--- src/rtl/fractional_loop_pkg.sv ---
// constants and register layout for the fractional loop configuration block
package fractional_loop_pkg;
   // ----------------------------------------------------------------
   // register offsets
   // ----------------------------------------------------------------
   localparam logic [15:0] ADDR_LOOP_CONTROL   = 16'h0171;
   localparam logic [15:0] ADDR_UPDATE_INT     = 16'h0172;
   localparam logic [15:0] ADDR_FRAC_NUM       = 16'h0173;
   localparam logic [15:0] ADDR_FRAC_DEN       = 16'h0174;
   localparam logic [15:0] ADDR_RATIO_OUTDIV   = 16'h0175;
   localparam logic [15:0] ADDR_REF_DIVIDER    = 16'h0176;
   localparam logic [15:0] ADDR_SYNC_CONTROL   = 16'h0181;
   localparam logic [15:0] ADDR_SYNC_RATIO     = 16'h0185;

   // ----------------------------------------------------------------
   // field positions
   // ----------------------------------------------------------------
   localparam int LOOP_ENABLE_BIT   = 0;
   localparam int SYNC_ENABLE_BIT   = 0;
   localparam int APPLY_UPDATE_BIT  = 15;
   localparam int INT_MULT_MSB      = 9;
   localparam int INT_MULT_LSB      = 0;
   localparam int FB_RATIO_MSB      = 11;
   localparam int FB_RATIO_LSB      = 8;
   localparam int OUT_DIV_MSB       = 3;
   localparam int OUT_DIV_LSB       = 1;
   localparam int REF_DIV_MSB       = 7;
   localparam int REF_DIV_LSB       = 6;
   localparam int SYNC_RATIO_MSB    = 10;
   localparam int SYNC_RATIO_LSB    = 8;

   // ----------------------------------------------------------------
   // reset values
   // ----------------------------------------------------------------
   localparam logic [9:0]  RST_INT_MULT    = 10'h008;
   localparam logic [15:0] RST_FRAC_NUM    = 16'h0018;
   localparam logic [15:0] RST_FRAC_DEN    = 16'h007d;
   localparam logic [3:0]  RST_FB_RATIO    = 4'h0;
   localparam logic [2:0]  RST_OUT_DIV     = 3'h2;
   localparam logic [1:0]  RST_REF_DIV     = 2'h0;
   localparam logic [2:0]  RST_SYNC_RATIO  = 3'h0;

   // ----------------------------------------------------------------
   // decode constants
   // ----------------------------------------------------------------
   localparam logic [2:0]  OUT_DIV_MIN_CODE   = 3'h2;
   localparam logic [2:0]  SYNC_RATIO_MAX_POW = 3'h4;
   localparam logic [16:0] SYNC_FRAC_SCALE    = 17'h10000;
endpackage : fractional_loop_pkg

--- src/rtl/fractional_loop_config.sv ---
// register file and divider decode for the fractional frequency-locked loop
`timescale 1ns/1ps
module fractional_loop_config
(
   input  wire logic        clk_sys,
   input  wire logic        reset_n,
   input  wire logic        regWrEn,
   input  wire logic        regRdEn,
   input  wire logic [15:0] regAddr,
   input  wire logic [15:0] regWrData,
   output logic      [15:0] regRdData,
   output logic             regRdValid,
   output logic             loopEnable,
   output logic             syncPathEnable,
   output logic      [9:0]  activeIntMult,
   output logic      [15:0] activeFracNum,
   output logic      [16:0] fracDenominatorEff,
   output logic      [4:0]  feedbackDivide,
   output logic      [2:0]  outputDivide,
   output logic             outputDivReserved,
   output logic      [3:0]  referenceDivide,
   output logic      [4:0]  syncFeedbackDivide
);

   // ----------------------------------------------------------------
   // address decode
   // ----------------------------------------------------------------
   wire logic wrCtrl   = regWrEn && (regAddr == fractional_loop_pkg::ADDR_LOOP_CONTROL);
   wire logic wrUpd    = regWrEn && (regAddr == fractional_loop_pkg::ADDR_UPDATE_INT);
   wire logic wrNum    = regWrEn && (regAddr == fractional_loop_pkg::ADDR_FRAC_NUM);
   wire logic wrDen    = regWrEn && (regAddr == fractional_loop_pkg::ADDR_FRAC_DEN);
   wire logic wrRatio  = regWrEn && (regAddr == fractional_loop_pkg::ADDR_RATIO_OUTDIV);
   wire logic wrRef    = regWrEn && (regAddr == fractional_loop_pkg::ADDR_REF_DIVIDER);
   wire logic wrSync   = regWrEn && (regAddr == fractional_loop_pkg::ADDR_SYNC_CONTROL);
   wire logic wrSyncR  = regWrEn && (regAddr == fractional_loop_pkg::ADDR_SYNC_RATIO);

   // write-data fields, named so each register update reads as one short line
   wire logic [9:0]  wrIntMult =
      regWrData[fractional_loop_pkg::INT_MULT_MSB:fractional_loop_pkg::INT_MULT_LSB];
   wire logic [3:0]  wrFbRatio =
      regWrData[fractional_loop_pkg::FB_RATIO_MSB:fractional_loop_pkg::FB_RATIO_LSB];
   wire logic [2:0]  wrOutDiv =
      regWrData[fractional_loop_pkg::OUT_DIV_MSB:fractional_loop_pkg::OUT_DIV_LSB];
   wire logic [1:0]  wrRefDiv =
      regWrData[fractional_loop_pkg::REF_DIV_MSB:fractional_loop_pkg::REF_DIV_LSB];
   wire logic [2:0]  wrSyncRatio =
      regWrData[fractional_loop_pkg::SYNC_RATIO_MSB:fractional_loop_pkg::SYNC_RATIO_LSB];

   // ----------------------------------------------------------------
   // software-visible registers
   // ----------------------------------------------------------------
   logic        enable_q;
   logic        syncEn_q;
   logic [9:0]  intMult_q;
   logic [15:0] fracNum_q;
   logic [15:0] fracDen_q;
   logic [3:0]  fbRatio_q;
   logic [2:0]  outDiv_q;
   logic [1:0]  refDiv_q;
   logic [2:0]  syncRatio_q;

   // next values of the pending copies, also used for a same-cycle apply
   wire logic [9:0]  intMult_d = wrUpd ? wrIntMult : intMult_q;
   wire logic [15:0] fracNum_d = wrNum ? regWrData : fracNum_q;

   // plain field storage; apply-update is not stored so it always reads zero
   always_ff @(posedge clk_sys or negedge reset_n)
   begin
      if (!reset_n)
      begin
         enable_q    <= 1'b0;
         syncEn_q    <= 1'b0;
         intMult_q   <= fractional_loop_pkg::RST_INT_MULT;
         fracNum_q   <= fractional_loop_pkg::RST_FRAC_NUM;
         fracDen_q   <= fractional_loop_pkg::RST_FRAC_DEN;
         fbRatio_q   <= fractional_loop_pkg::RST_FB_RATIO;
         outDiv_q    <= fractional_loop_pkg::RST_OUT_DIV;
         refDiv_q    <= fractional_loop_pkg::RST_REF_DIV;
         syncRatio_q <= fractional_loop_pkg::RST_SYNC_RATIO;
      end
      else
      begin
         if (wrCtrl)
            enable_q <= regWrData[fractional_loop_pkg::LOOP_ENABLE_BIT];
         if (wrSync)
            syncEn_q <= regWrData[fractional_loop_pkg::SYNC_ENABLE_BIT];
         intMult_q <= intMult_d;
         fracNum_q <= fracNum_d;
         if (wrDen)
            fracDen_q <= regWrData;
         if (wrRatio)
         begin
            fbRatio_q <= wrFbRatio;
            outDiv_q  <= wrOutDiv;
         end
         if (wrRef)
            refDiv_q <= wrRefDiv;
         if (wrSyncR)
            syncRatio_q <= wrSyncRatio;
      end
   end

   // ----------------------------------------------------------------
   // active multiplier copy
   // ----------------------------------------------------------------
   // an apply only counts while the loop runs; when stopped the copy tracks anyway
   wire logic applyNow = wrUpd && regWrData[fractional_loop_pkg::APPLY_UPDATE_BIT]
                         && enable_q;
   wire logic tracking = !enable_q;

   // both values move in one edge, so the loop never sees a half-updated pair
   always_ff @(posedge clk_sys or negedge reset_n)
   begin
      if (!reset_n)
      begin
         activeIntMult <= fractional_loop_pkg::RST_INT_MULT;
         activeFracNum <= fractional_loop_pkg::RST_FRAC_NUM;
      end
      else if (applyNow || tracking)
      begin
         activeIntMult <= intMult_d;
         activeFracNum <= fracNum_d;
      end
   end

   // ----------------------------------------------------------------
   // divider decode
   // ----------------------------------------------------------------
   wire logic [4:0]  fbDiv_d   = {1'b0, fbRatio_q} + 5'h01;
   wire logic        outRes_d  = outDiv_q < fractional_loop_pkg::OUT_DIV_MIN_CODE;
   wire logic [3:0]  refDivN_d = 4'h1 << refDiv_q;
   // codes above four saturate at sixteen
   wire logic [2:0]  syncPow   = (syncRatio_q > fractional_loop_pkg::SYNC_RATIO_MAX_POW)
                                 ? fractional_loop_pkg::SYNC_RATIO_MAX_POW : syncRatio_q;
   wire logic [4:0]  syncDiv_d = 5'h01 << syncPow;
   // with sync on the stored denominator is ignored and the scale is fixed
   wire logic [16:0] denEff_d  = syncEn_q ? fractional_loop_pkg::SYNC_FRAC_SCALE
                                          : {1'b0, fracDen_q};

   // registered so every output comes from a flop
   always_ff @(posedge clk_sys or negedge reset_n)
   begin
      if (!reset_n)
      begin
         loopEnable         <= 1'b0;
         syncPathEnable     <= 1'b0;
         fracDenominatorEff <= {1'b0, fractional_loop_pkg::RST_FRAC_DEN};
         feedbackDivide     <= 5'h01;
         outputDivide       <= fractional_loop_pkg::RST_OUT_DIV;
         outputDivReserved  <= 1'b0;
         referenceDivide    <= 4'h1;
         syncFeedbackDivide <= 5'h01;
      end
      else
      begin
         loopEnable         <= enable_q;
         syncPathEnable     <= syncEn_q;
         fracDenominatorEff <= denEff_d;
         feedbackDivide     <= fbDiv_d;
         // a reserved code is flagged; the divider value passes unchanged
         outputDivide       <= outDiv_q;
         outputDivReserved  <= outRes_d;
         referenceDivide    <= refDivN_d;
         syncFeedbackDivide <= syncDiv_d;
      end
   end

   // ----------------------------------------------------------------
   // read path
   // ----------------------------------------------------------------
   logic [15:0] rdMux;
   // unmapped offsets and reserved bits read as zero
   always_comb
   begin
      rdMux = 16'h0000;
      case (regAddr)
         fractional_loop_pkg::ADDR_LOOP_CONTROL: rdMux = {15'h0000, enable_q};
         fractional_loop_pkg::ADDR_UPDATE_INT:   rdMux = {6'h00, intMult_q};
         fractional_loop_pkg::ADDR_FRAC_NUM:     rdMux = fracNum_q;
         fractional_loop_pkg::ADDR_FRAC_DEN:     rdMux = fracDen_q;
         fractional_loop_pkg::ADDR_RATIO_OUTDIV: rdMux = {4'h0, fbRatio_q, 4'h0, outDiv_q, 1'b0};
         fractional_loop_pkg::ADDR_REF_DIVIDER:  rdMux = {8'h00, refDiv_q, 6'h00};
         fractional_loop_pkg::ADDR_SYNC_CONTROL: rdMux = {15'h0000, syncEn_q};
         fractional_loop_pkg::ADDR_SYNC_RATIO:   rdMux = {5'h00, syncRatio_q, 8'h00};
         default:                                rdMux = 16'h0000;
      endcase
   end

   // read answers one cycle after the request
   always_ff @(posedge clk_sys or negedge reset_n)
   begin
      if (!reset_n)
      begin
         regRdData  <= 16'h0000;
         regRdValid <= 1'b0;
      end
      else
      begin
         regRdValid <= regRdEn;
         if (regRdEn)
            regRdData <= rdMux;
      end
   end

   // ----------------------------------------------------------------
   // assertions
   // ----------------------------------------------------------------
   property p_hold_while_enabled;
      @(posedge clk_sys) disable iff (!reset_n)
      (enable_q && !applyNow) |=> $stable(activeIntMult) && $stable(activeFracNum);
   endproperty
   a_hold_while_enabled: assert property (p_hold_while_enabled)
      else $error("active multiplier changed without apply");

   property p_track_when_disabled;
      @(posedge clk_sys) disable iff (!reset_n)
      (!enable_q && wrNum) |=> (activeFracNum == $past(regWrData));
   endproperty
   a_track_when_disabled: assert property (p_track_when_disabled)
      else $error("numerator not effective while disabled");

   property p_apply_both;
      @(posedge clk_sys) disable iff (!reset_n)
      applyNow |=> (activeIntMult == intMult_q) && (activeFracNum == fracNum_q);
   endproperty
   a_apply_both: assert property (p_apply_both)
      else $error("apply did not transfer both values");

   property p_update_reads_zero;
      @(posedge clk_sys) disable iff (!reset_n)
      (regRdEn && regAddr == fractional_loop_pkg::ADDR_UPDATE_INT) |=> !regRdData[15];
   endproperty
   a_update_reads_zero: assert property (p_update_reads_zero)
      else $error("apply bit read back as one");

   property p_fb_divide;
      @(posedge clk_sys) disable iff (!reset_n)
      wrRatio |=> ##1 (feedbackDivide == {1'b0, $past(wrFbRatio, 2)} + 5'h01);
   endproperty
   a_fb_divide: assert property (p_fb_divide)
      else $error("feedback divide is not code plus one");

   property p_outdiv_reserved;
      @(posedge clk_sys) disable iff (!reset_n)
      outputDivReserved |-> (outputDivide < fractional_loop_pkg::OUT_DIV_MIN_CODE);
   endproperty
   a_outdiv_reserved: assert property (p_outdiv_reserved)
      else $error("reserved flag on a valid output divider");

   property p_ref_divide;
      @(posedge clk_sys) disable iff (!reset_n)
      wrRef |=> ##1 (referenceDivide == (4'h1 << $past(wrRefDiv, 2)));
   endproperty
   a_ref_divide: assert property (p_ref_divide)
      else $error("reference divide mismatch");

   property p_sync_divide;
      @(posedge clk_sys) disable iff (!reset_n)
      (syncRatio_q >= fractional_loop_pkg::SYNC_RATIO_MAX_POW) |=> (syncFeedbackDivide == 5'h10);
   endproperty
   a_sync_divide: assert property (p_sync_divide)
      else $error("sync divide not saturated at sixteen");

   property p_sync_den;
      @(posedge clk_sys) disable iff (!reset_n)
      syncEn_q |=> (fracDenominatorEff == fractional_loop_pkg::SYNC_FRAC_SCALE);
   endproperty
   a_sync_den: assert property (p_sync_den)
      else $error("denominator used while sync enabled");

   property p_int_track_when_disabled;
      @(posedge clk_sys) disable iff (!reset_n)
      (!enable_q && wrUpd) |=> (activeIntMult == $past(wrIntMult));
   endproperty
   a_int_track_when_disabled: assert property (p_int_track_when_disabled)
      else $error("multiplier not effective while disabled");

   c_apply: cover property (@(posedge clk_sys) disable iff (!reset_n) applyNow);
   c_pending: cover property (@(posedge clk_sys) disable iff (!reset_n)
      enable_q && wrUpd ##1 (intMult_q != activeIntMult));
   c_sync: cover property (@(posedge clk_sys) disable iff (!reset_n) syncEn_q && enable_q);
   c_tracking: cover property (@(posedge clk_sys) disable iff (!reset_n) !enable_q && wrNum);
   c_reserved: cover property (@(posedge clk_sys) disable iff (!reset_n) outputDivReserved);

endmodule : fractional_loop_config

--- config.mk ---
export PLATFORM = sky130hd
export DESIGN_NAME = fractional_loop_config
export DESIGN_NICKNAME = d
export VERILOG_FILES = /design/src/rtl/fractional_loop_pkg.sv /design/src/rtl/fractional_loop_config.sv
export SDC_FILE = /design/constraint.sdc
export NUM_CORES = 1
export LEC_CHECK = 0
export BUFFER_PORTS_ARGS = -buffer_cell sky130_fd_sc_hd__buf_2
export CAP_MARGIN = 5
export CORE_UTILIZATION = 45
export DETAILED_ROUTE_END_ITERATION = 7
export PLACE_DENSITY = 0.64
export SLEW_MARGIN = 20
export SYNTH_ARGS = -nofsm -noshare
export SYNTH_HDL_FRONTEND = slang
export SYNTH_SLANG_ARGS = --single-unit
--- constraint.sdc ---
create_clock -name clk_sys -period 1.44 [get_ports clk_sys]
set_input_delay 0.072 -clock clk_sys [delete_from_list [all_inputs] [get_ports clk_sys]]
set_output_delay 0.072 -clock clk_sys [all_outputs]
set_load 0.01 [all_outputs]
# Word-level counts from Yosys, hierarchy flattened
# Cells that the tools add are included.
# totals
regBits,136
elab_cells,51
input_bits,36
output_inout_bits,80
# classes
shift,2
n_lt_le_gt_ge,2
n_addsub,1
n_mux,5
n_eq_ne,8
reduce_logical,12
# ops
operator,count
$eq A16 B9 Y1 const B,8
$pmux W16 S8,1
$mux W17,1
$mux W16,1
$logic_and A1 B1 Y1,10
$mux W10,1
$add A4 B1 Y5 const B,1
$shl A1 B3 Y5 const A,1
$shl A1 B2 Y4 const A,1
$gt A3 B3 Y1 const B,1
$lt A3 B2 Y1 const B,1
$mux W3,1
$logic_not A1 Y1,1
$logic_or A1 B1 Y1,1

# Logic depth before layout (Yosys ltp)
# depth
depth_word,5
depth_mapped,9
mapped_depth_nobuf,5

# Least setup slack after synthesis
# OpenSTA, ideal clock, no wires.
# synth_path
path_type,input to register
start,in regAddr[9]
end,reg activeIntMult[6]
arrival_ns,2.131
path_stages,7
path_slack_ns,-0.818
n_path_buf,2
path_cell_list,or4b_1 -> buf_2 -> or3_1 -> buf_2 -> nor2_4 -> mux2_2 -> mux2_1
# synth_lines
element,line,source
"start, declared",fractional_loop_config.sv:9,"input wire logic [15:0] regAddr,"
$eq A16 B9 Y1,fractional_loop_config.sv:29,wire logic wrUpd = regWrEn && (regAddr == fractional_loop_pkg::ADDR_UPDATE_INT);
$logic_and A1 B1 Y1,fractional_loop_config.sv:29,
$mux W10,fractional_loop_config.sv:63,wire logic [9:0] intMult_d = wrUpd ? wrIntMult : intMult_q;
named net intMult_d[6],fractional_loop_config.sv:63,
"end signal, assigned",fractional_loop_config.sv:116,activeIntMult <= fractional_loop_pkg::RST_INT_MULT;
"end signal, assigned",fractional_loop_config.sv:121,activeIntMult <= intMult_d;
"end, declared",fractional_loop_config.sv:15,"output logic [9:0] activeIntMult,"
# The timed path passes the listed nets, and every way through them passes these cells.
# A chain may end at the register's enable or synchronous reset.

# Final worst setup path
# layout_path
start,in regAddr[9]
end,reg activeIntMult[2]
# The elaborated chain is that of the path after synthesis.

==> out/metrics.cfg <==
[outcome]
status = finished with violations
violations = design-rule violations, negative setup slack

[worst_setup_path]
criticalPathCategory = input pin to flip-flop
arrival_ps = 2060
path_delay_family = simple AND/OR/NAND/NOR gates
endpoint = activeIntMult[2]
crit_fanout = 5
r2r_start = fbRatio_q[0]
r2r_slack_ps = 90
cpMaxStageDelayCell = or4b_4
cp.depth = 8
crit_path_cell_trace = buf_6 > or4b_4 > or3_4 > buf_6 > nor2_4 > buf_6 > mux2_4 > mux2_4
cpPeakStageDelay_ps = 530
cp-start-kind = input pin
end_kind = flip-flop
crit_path_start = regAddr[9]
r2r-end = regRdData[8]
crit_top_cell = buf_6
critPathBufInv = 3
required_ps = 1750
r2r_cells = 4

[placed_design]
place.gp.congestion = 0.7871
placed_cell_area_um2 = 6541
io_buffer_count = 115
dp_hpwl_mm = 9.555
dp_cells = 718
place_ws_ps = -857.2

[global_route]
grt_pass1_vias = 4333
grt_max_degree = 44
antenna_found_initial = 0
grt_util_all_layers_pct = 24.19
grt_overflow = 0
grt_pass1_wl_mm = 22.60

[floorplanning]
ios = 116
rows = 39
fp.dieH_um = 111.5
die_w_um = 111.5
core_area_um2 = 11560
die_area_um2 = 12430
start_util_pct = 46.66

[sta]
setup_viol = 69
worst_slack_ps = -314.4
whs_ps = 131.6
rsz0062_at_grt = yes
fmax_ghz = 0.5700
fin_crit_sh_pct = 121.8
worst_pin_slew_ps = 413.2
hold_violations = 0
max_slew_margin_pct = 72.45
finalCriticalPeriod_ps = 1754
drv_slew = 0
clock_skew_ps = 7.981
tns_ps = -11670

[power]
powerDensity_nw_per_um2 = 1161
swShare_pct = 20.27
switchingPower_mw = 1.843
p_total_mw = 9.095
p_int_mw = 7.251
combPwrFrac_pct = 4.0
power_leakage_nw = 4.075
pwr-share-seq_pct = 42.1
ir_drop_uv = 635.3
power_frac_clock_pct = 53.9

[synthesis]
synth_edf_count = 0
synth_warnings = 0
ys_types = 46
ys_ff_latch = 135
synth-async-reset-ratio_pct = 100.0
yosysSeqAreaShare_pct = 63.13
netlist_area_um2 = 5396
synth_flop_cell = dfrtp_1
synthCells = 429
syn_nets = 466
syn_avg_cell_area_um2 = 12.58

[layout]
multi_input_area_um2 = 2130
n_antenna_cell = 0
layout_common_cells = buf_2 (113), dfrtp_1 (112), nand2_1 (52)
stdcell_area_um2 = 7833
nNetsFinal = 663
area_growth_syn_to_layout_pct = 45.14
drive_gt1_share_pct = 51.33
finish.utilization_pct = 67.73
seqCellArea_um2 = 3407
final_cells = 782
final.fill_count = 842
final_common_cell = buf_2

[job]
max_cap_viol_count = 0

[route]
wl_per_cell_um = 18.45
routed_wl_mm = 14.43
drt-pass1-iter-count = 8
drc_errors = 16
drtIter0Drc = 219
vias = 4208
post_drt_via_cell_ratio = 5.381
drtAntennaViolNets = 0

[cts]
clock_latency_ps = 420
cts_sinks = 135
cts_htree_levels = 4
clk_pin_slew_ps = 60
cts-buffers-inserted = 17
cts_tree = yes
cts_root_buf = clkbuf_16
clk_path_buf_depth = 2

[min_path]
hold_class = input pin to async pin

## power groups by stage
| stage | Combinational, mW | Clock, mW | Sequential, mW |
|---|---|---|---|
| final | 0.366 | 4.90 | 3.83 |
| after global routing | 0.400 | 5.11 | 3.83 |
| after CTS | 0.362 | 4.96 | 3.83 |
| after detailed placement | 0.313 | 0 | 3.89 |
| after global placement | 0.307 | 0 | 3.89 |
| after floorplan | 0.0754 | 0 | 3.90 |
## per-layer routing
layer / routed length, um / vias to the layer above / GRT usage [%] / part of all wire [%]
met2: 6990 / 155 / 38.58 / 48
met5: 0 / - / 0 / 0
li1: - / 1915 / - / -
met1: 6277 / 2105 / 31.39 / 43
met3: 741 / 33 / 6.151 / 5.1
met4: 420 / 0 / 10.72 / 2.9
## registers in the layout, indices dropped and copies added, names as in the netlist, 3 cells and up
signal              cells
syncFeedbackDivide      5
activeFracNum          16
referenceDivide         4
activeIntMult          10
outDiv_q                3
fracNum_q              16
fracDenominatorEff     17
outputDivide            3
fracDen_q              16
regRdData              16
syncRatio_q             3
fbRatio_q               4
intMult_q              10
feedbackDivide          5
## repair_timing
item,4_1_cts,5_1_grt
resized for setup,52,38
hold buffers,18,0
gates cloned,1,0
pin swaps,5,4
buffers inserted,13,3
setup endpoints to repair,81,94
hold endpoints to repair,192,0
## cell usage after synthesis (all sizes together) (6+ instances only)
master	n	area, um2
o22ai	6	37.54
nor4	8	62.56
a21oi	10	50.05
a22o	7	61.31
nor2	31	123.9
clkbuf	9	33.78
dfrtp	112	2803
a221oi	6	52.55
buf	14	91.33
mux2	53	596.8
nand2	52	195.2
nor2b	25	156.4
inv	9	33.78
dfstp	23	604.3
a31oi	16	100.1
## layout make-up
class	instances	area share, %
Clock buffer	19	5.655
Clock inverter	13	2.907
Inverter	9	0.4313
Multi-Input combinational cell	262	27.19
Sequential cell	135	43.50
Tap cell	143	2.284
Timing Repair Buffer	201	18.04
## worst min-delay path by stage
stage          startpoint                     to  cells past startpoint
2_1_floorplan     reset_n       activeFracNum[0]                      0
3_3_place_gp      reset_n           regRdData[4]                      1
3_5_place_dp      reset_n           regRdData[4]                      1
4_1_cts           reset_n  fracDenominatorEff[1]                      2
5_1_grt           reset_n          fracDen_q[13]                      2
6_report          reset_n  fracDenominatorEff[1]                      2
## cells by family (layout without fill, tap and decap cells)
logic type | count (synthesis) | count (layout) | share of synthesized area (%)
compound gates | 60 | 60 | 8.254
simple gates | 145 | 145 | 13.87
mux | 54 | 54 | 11.25
xor+xnor | 2 | 2 | 0.3247
fa+ha+maj | 1 | 1 | 0.2318
flops | 135 | 135 | 63.13
buf+inv | 32 | 242 | 2.944
Note: power is estimated with default switching activity, not from simulation.
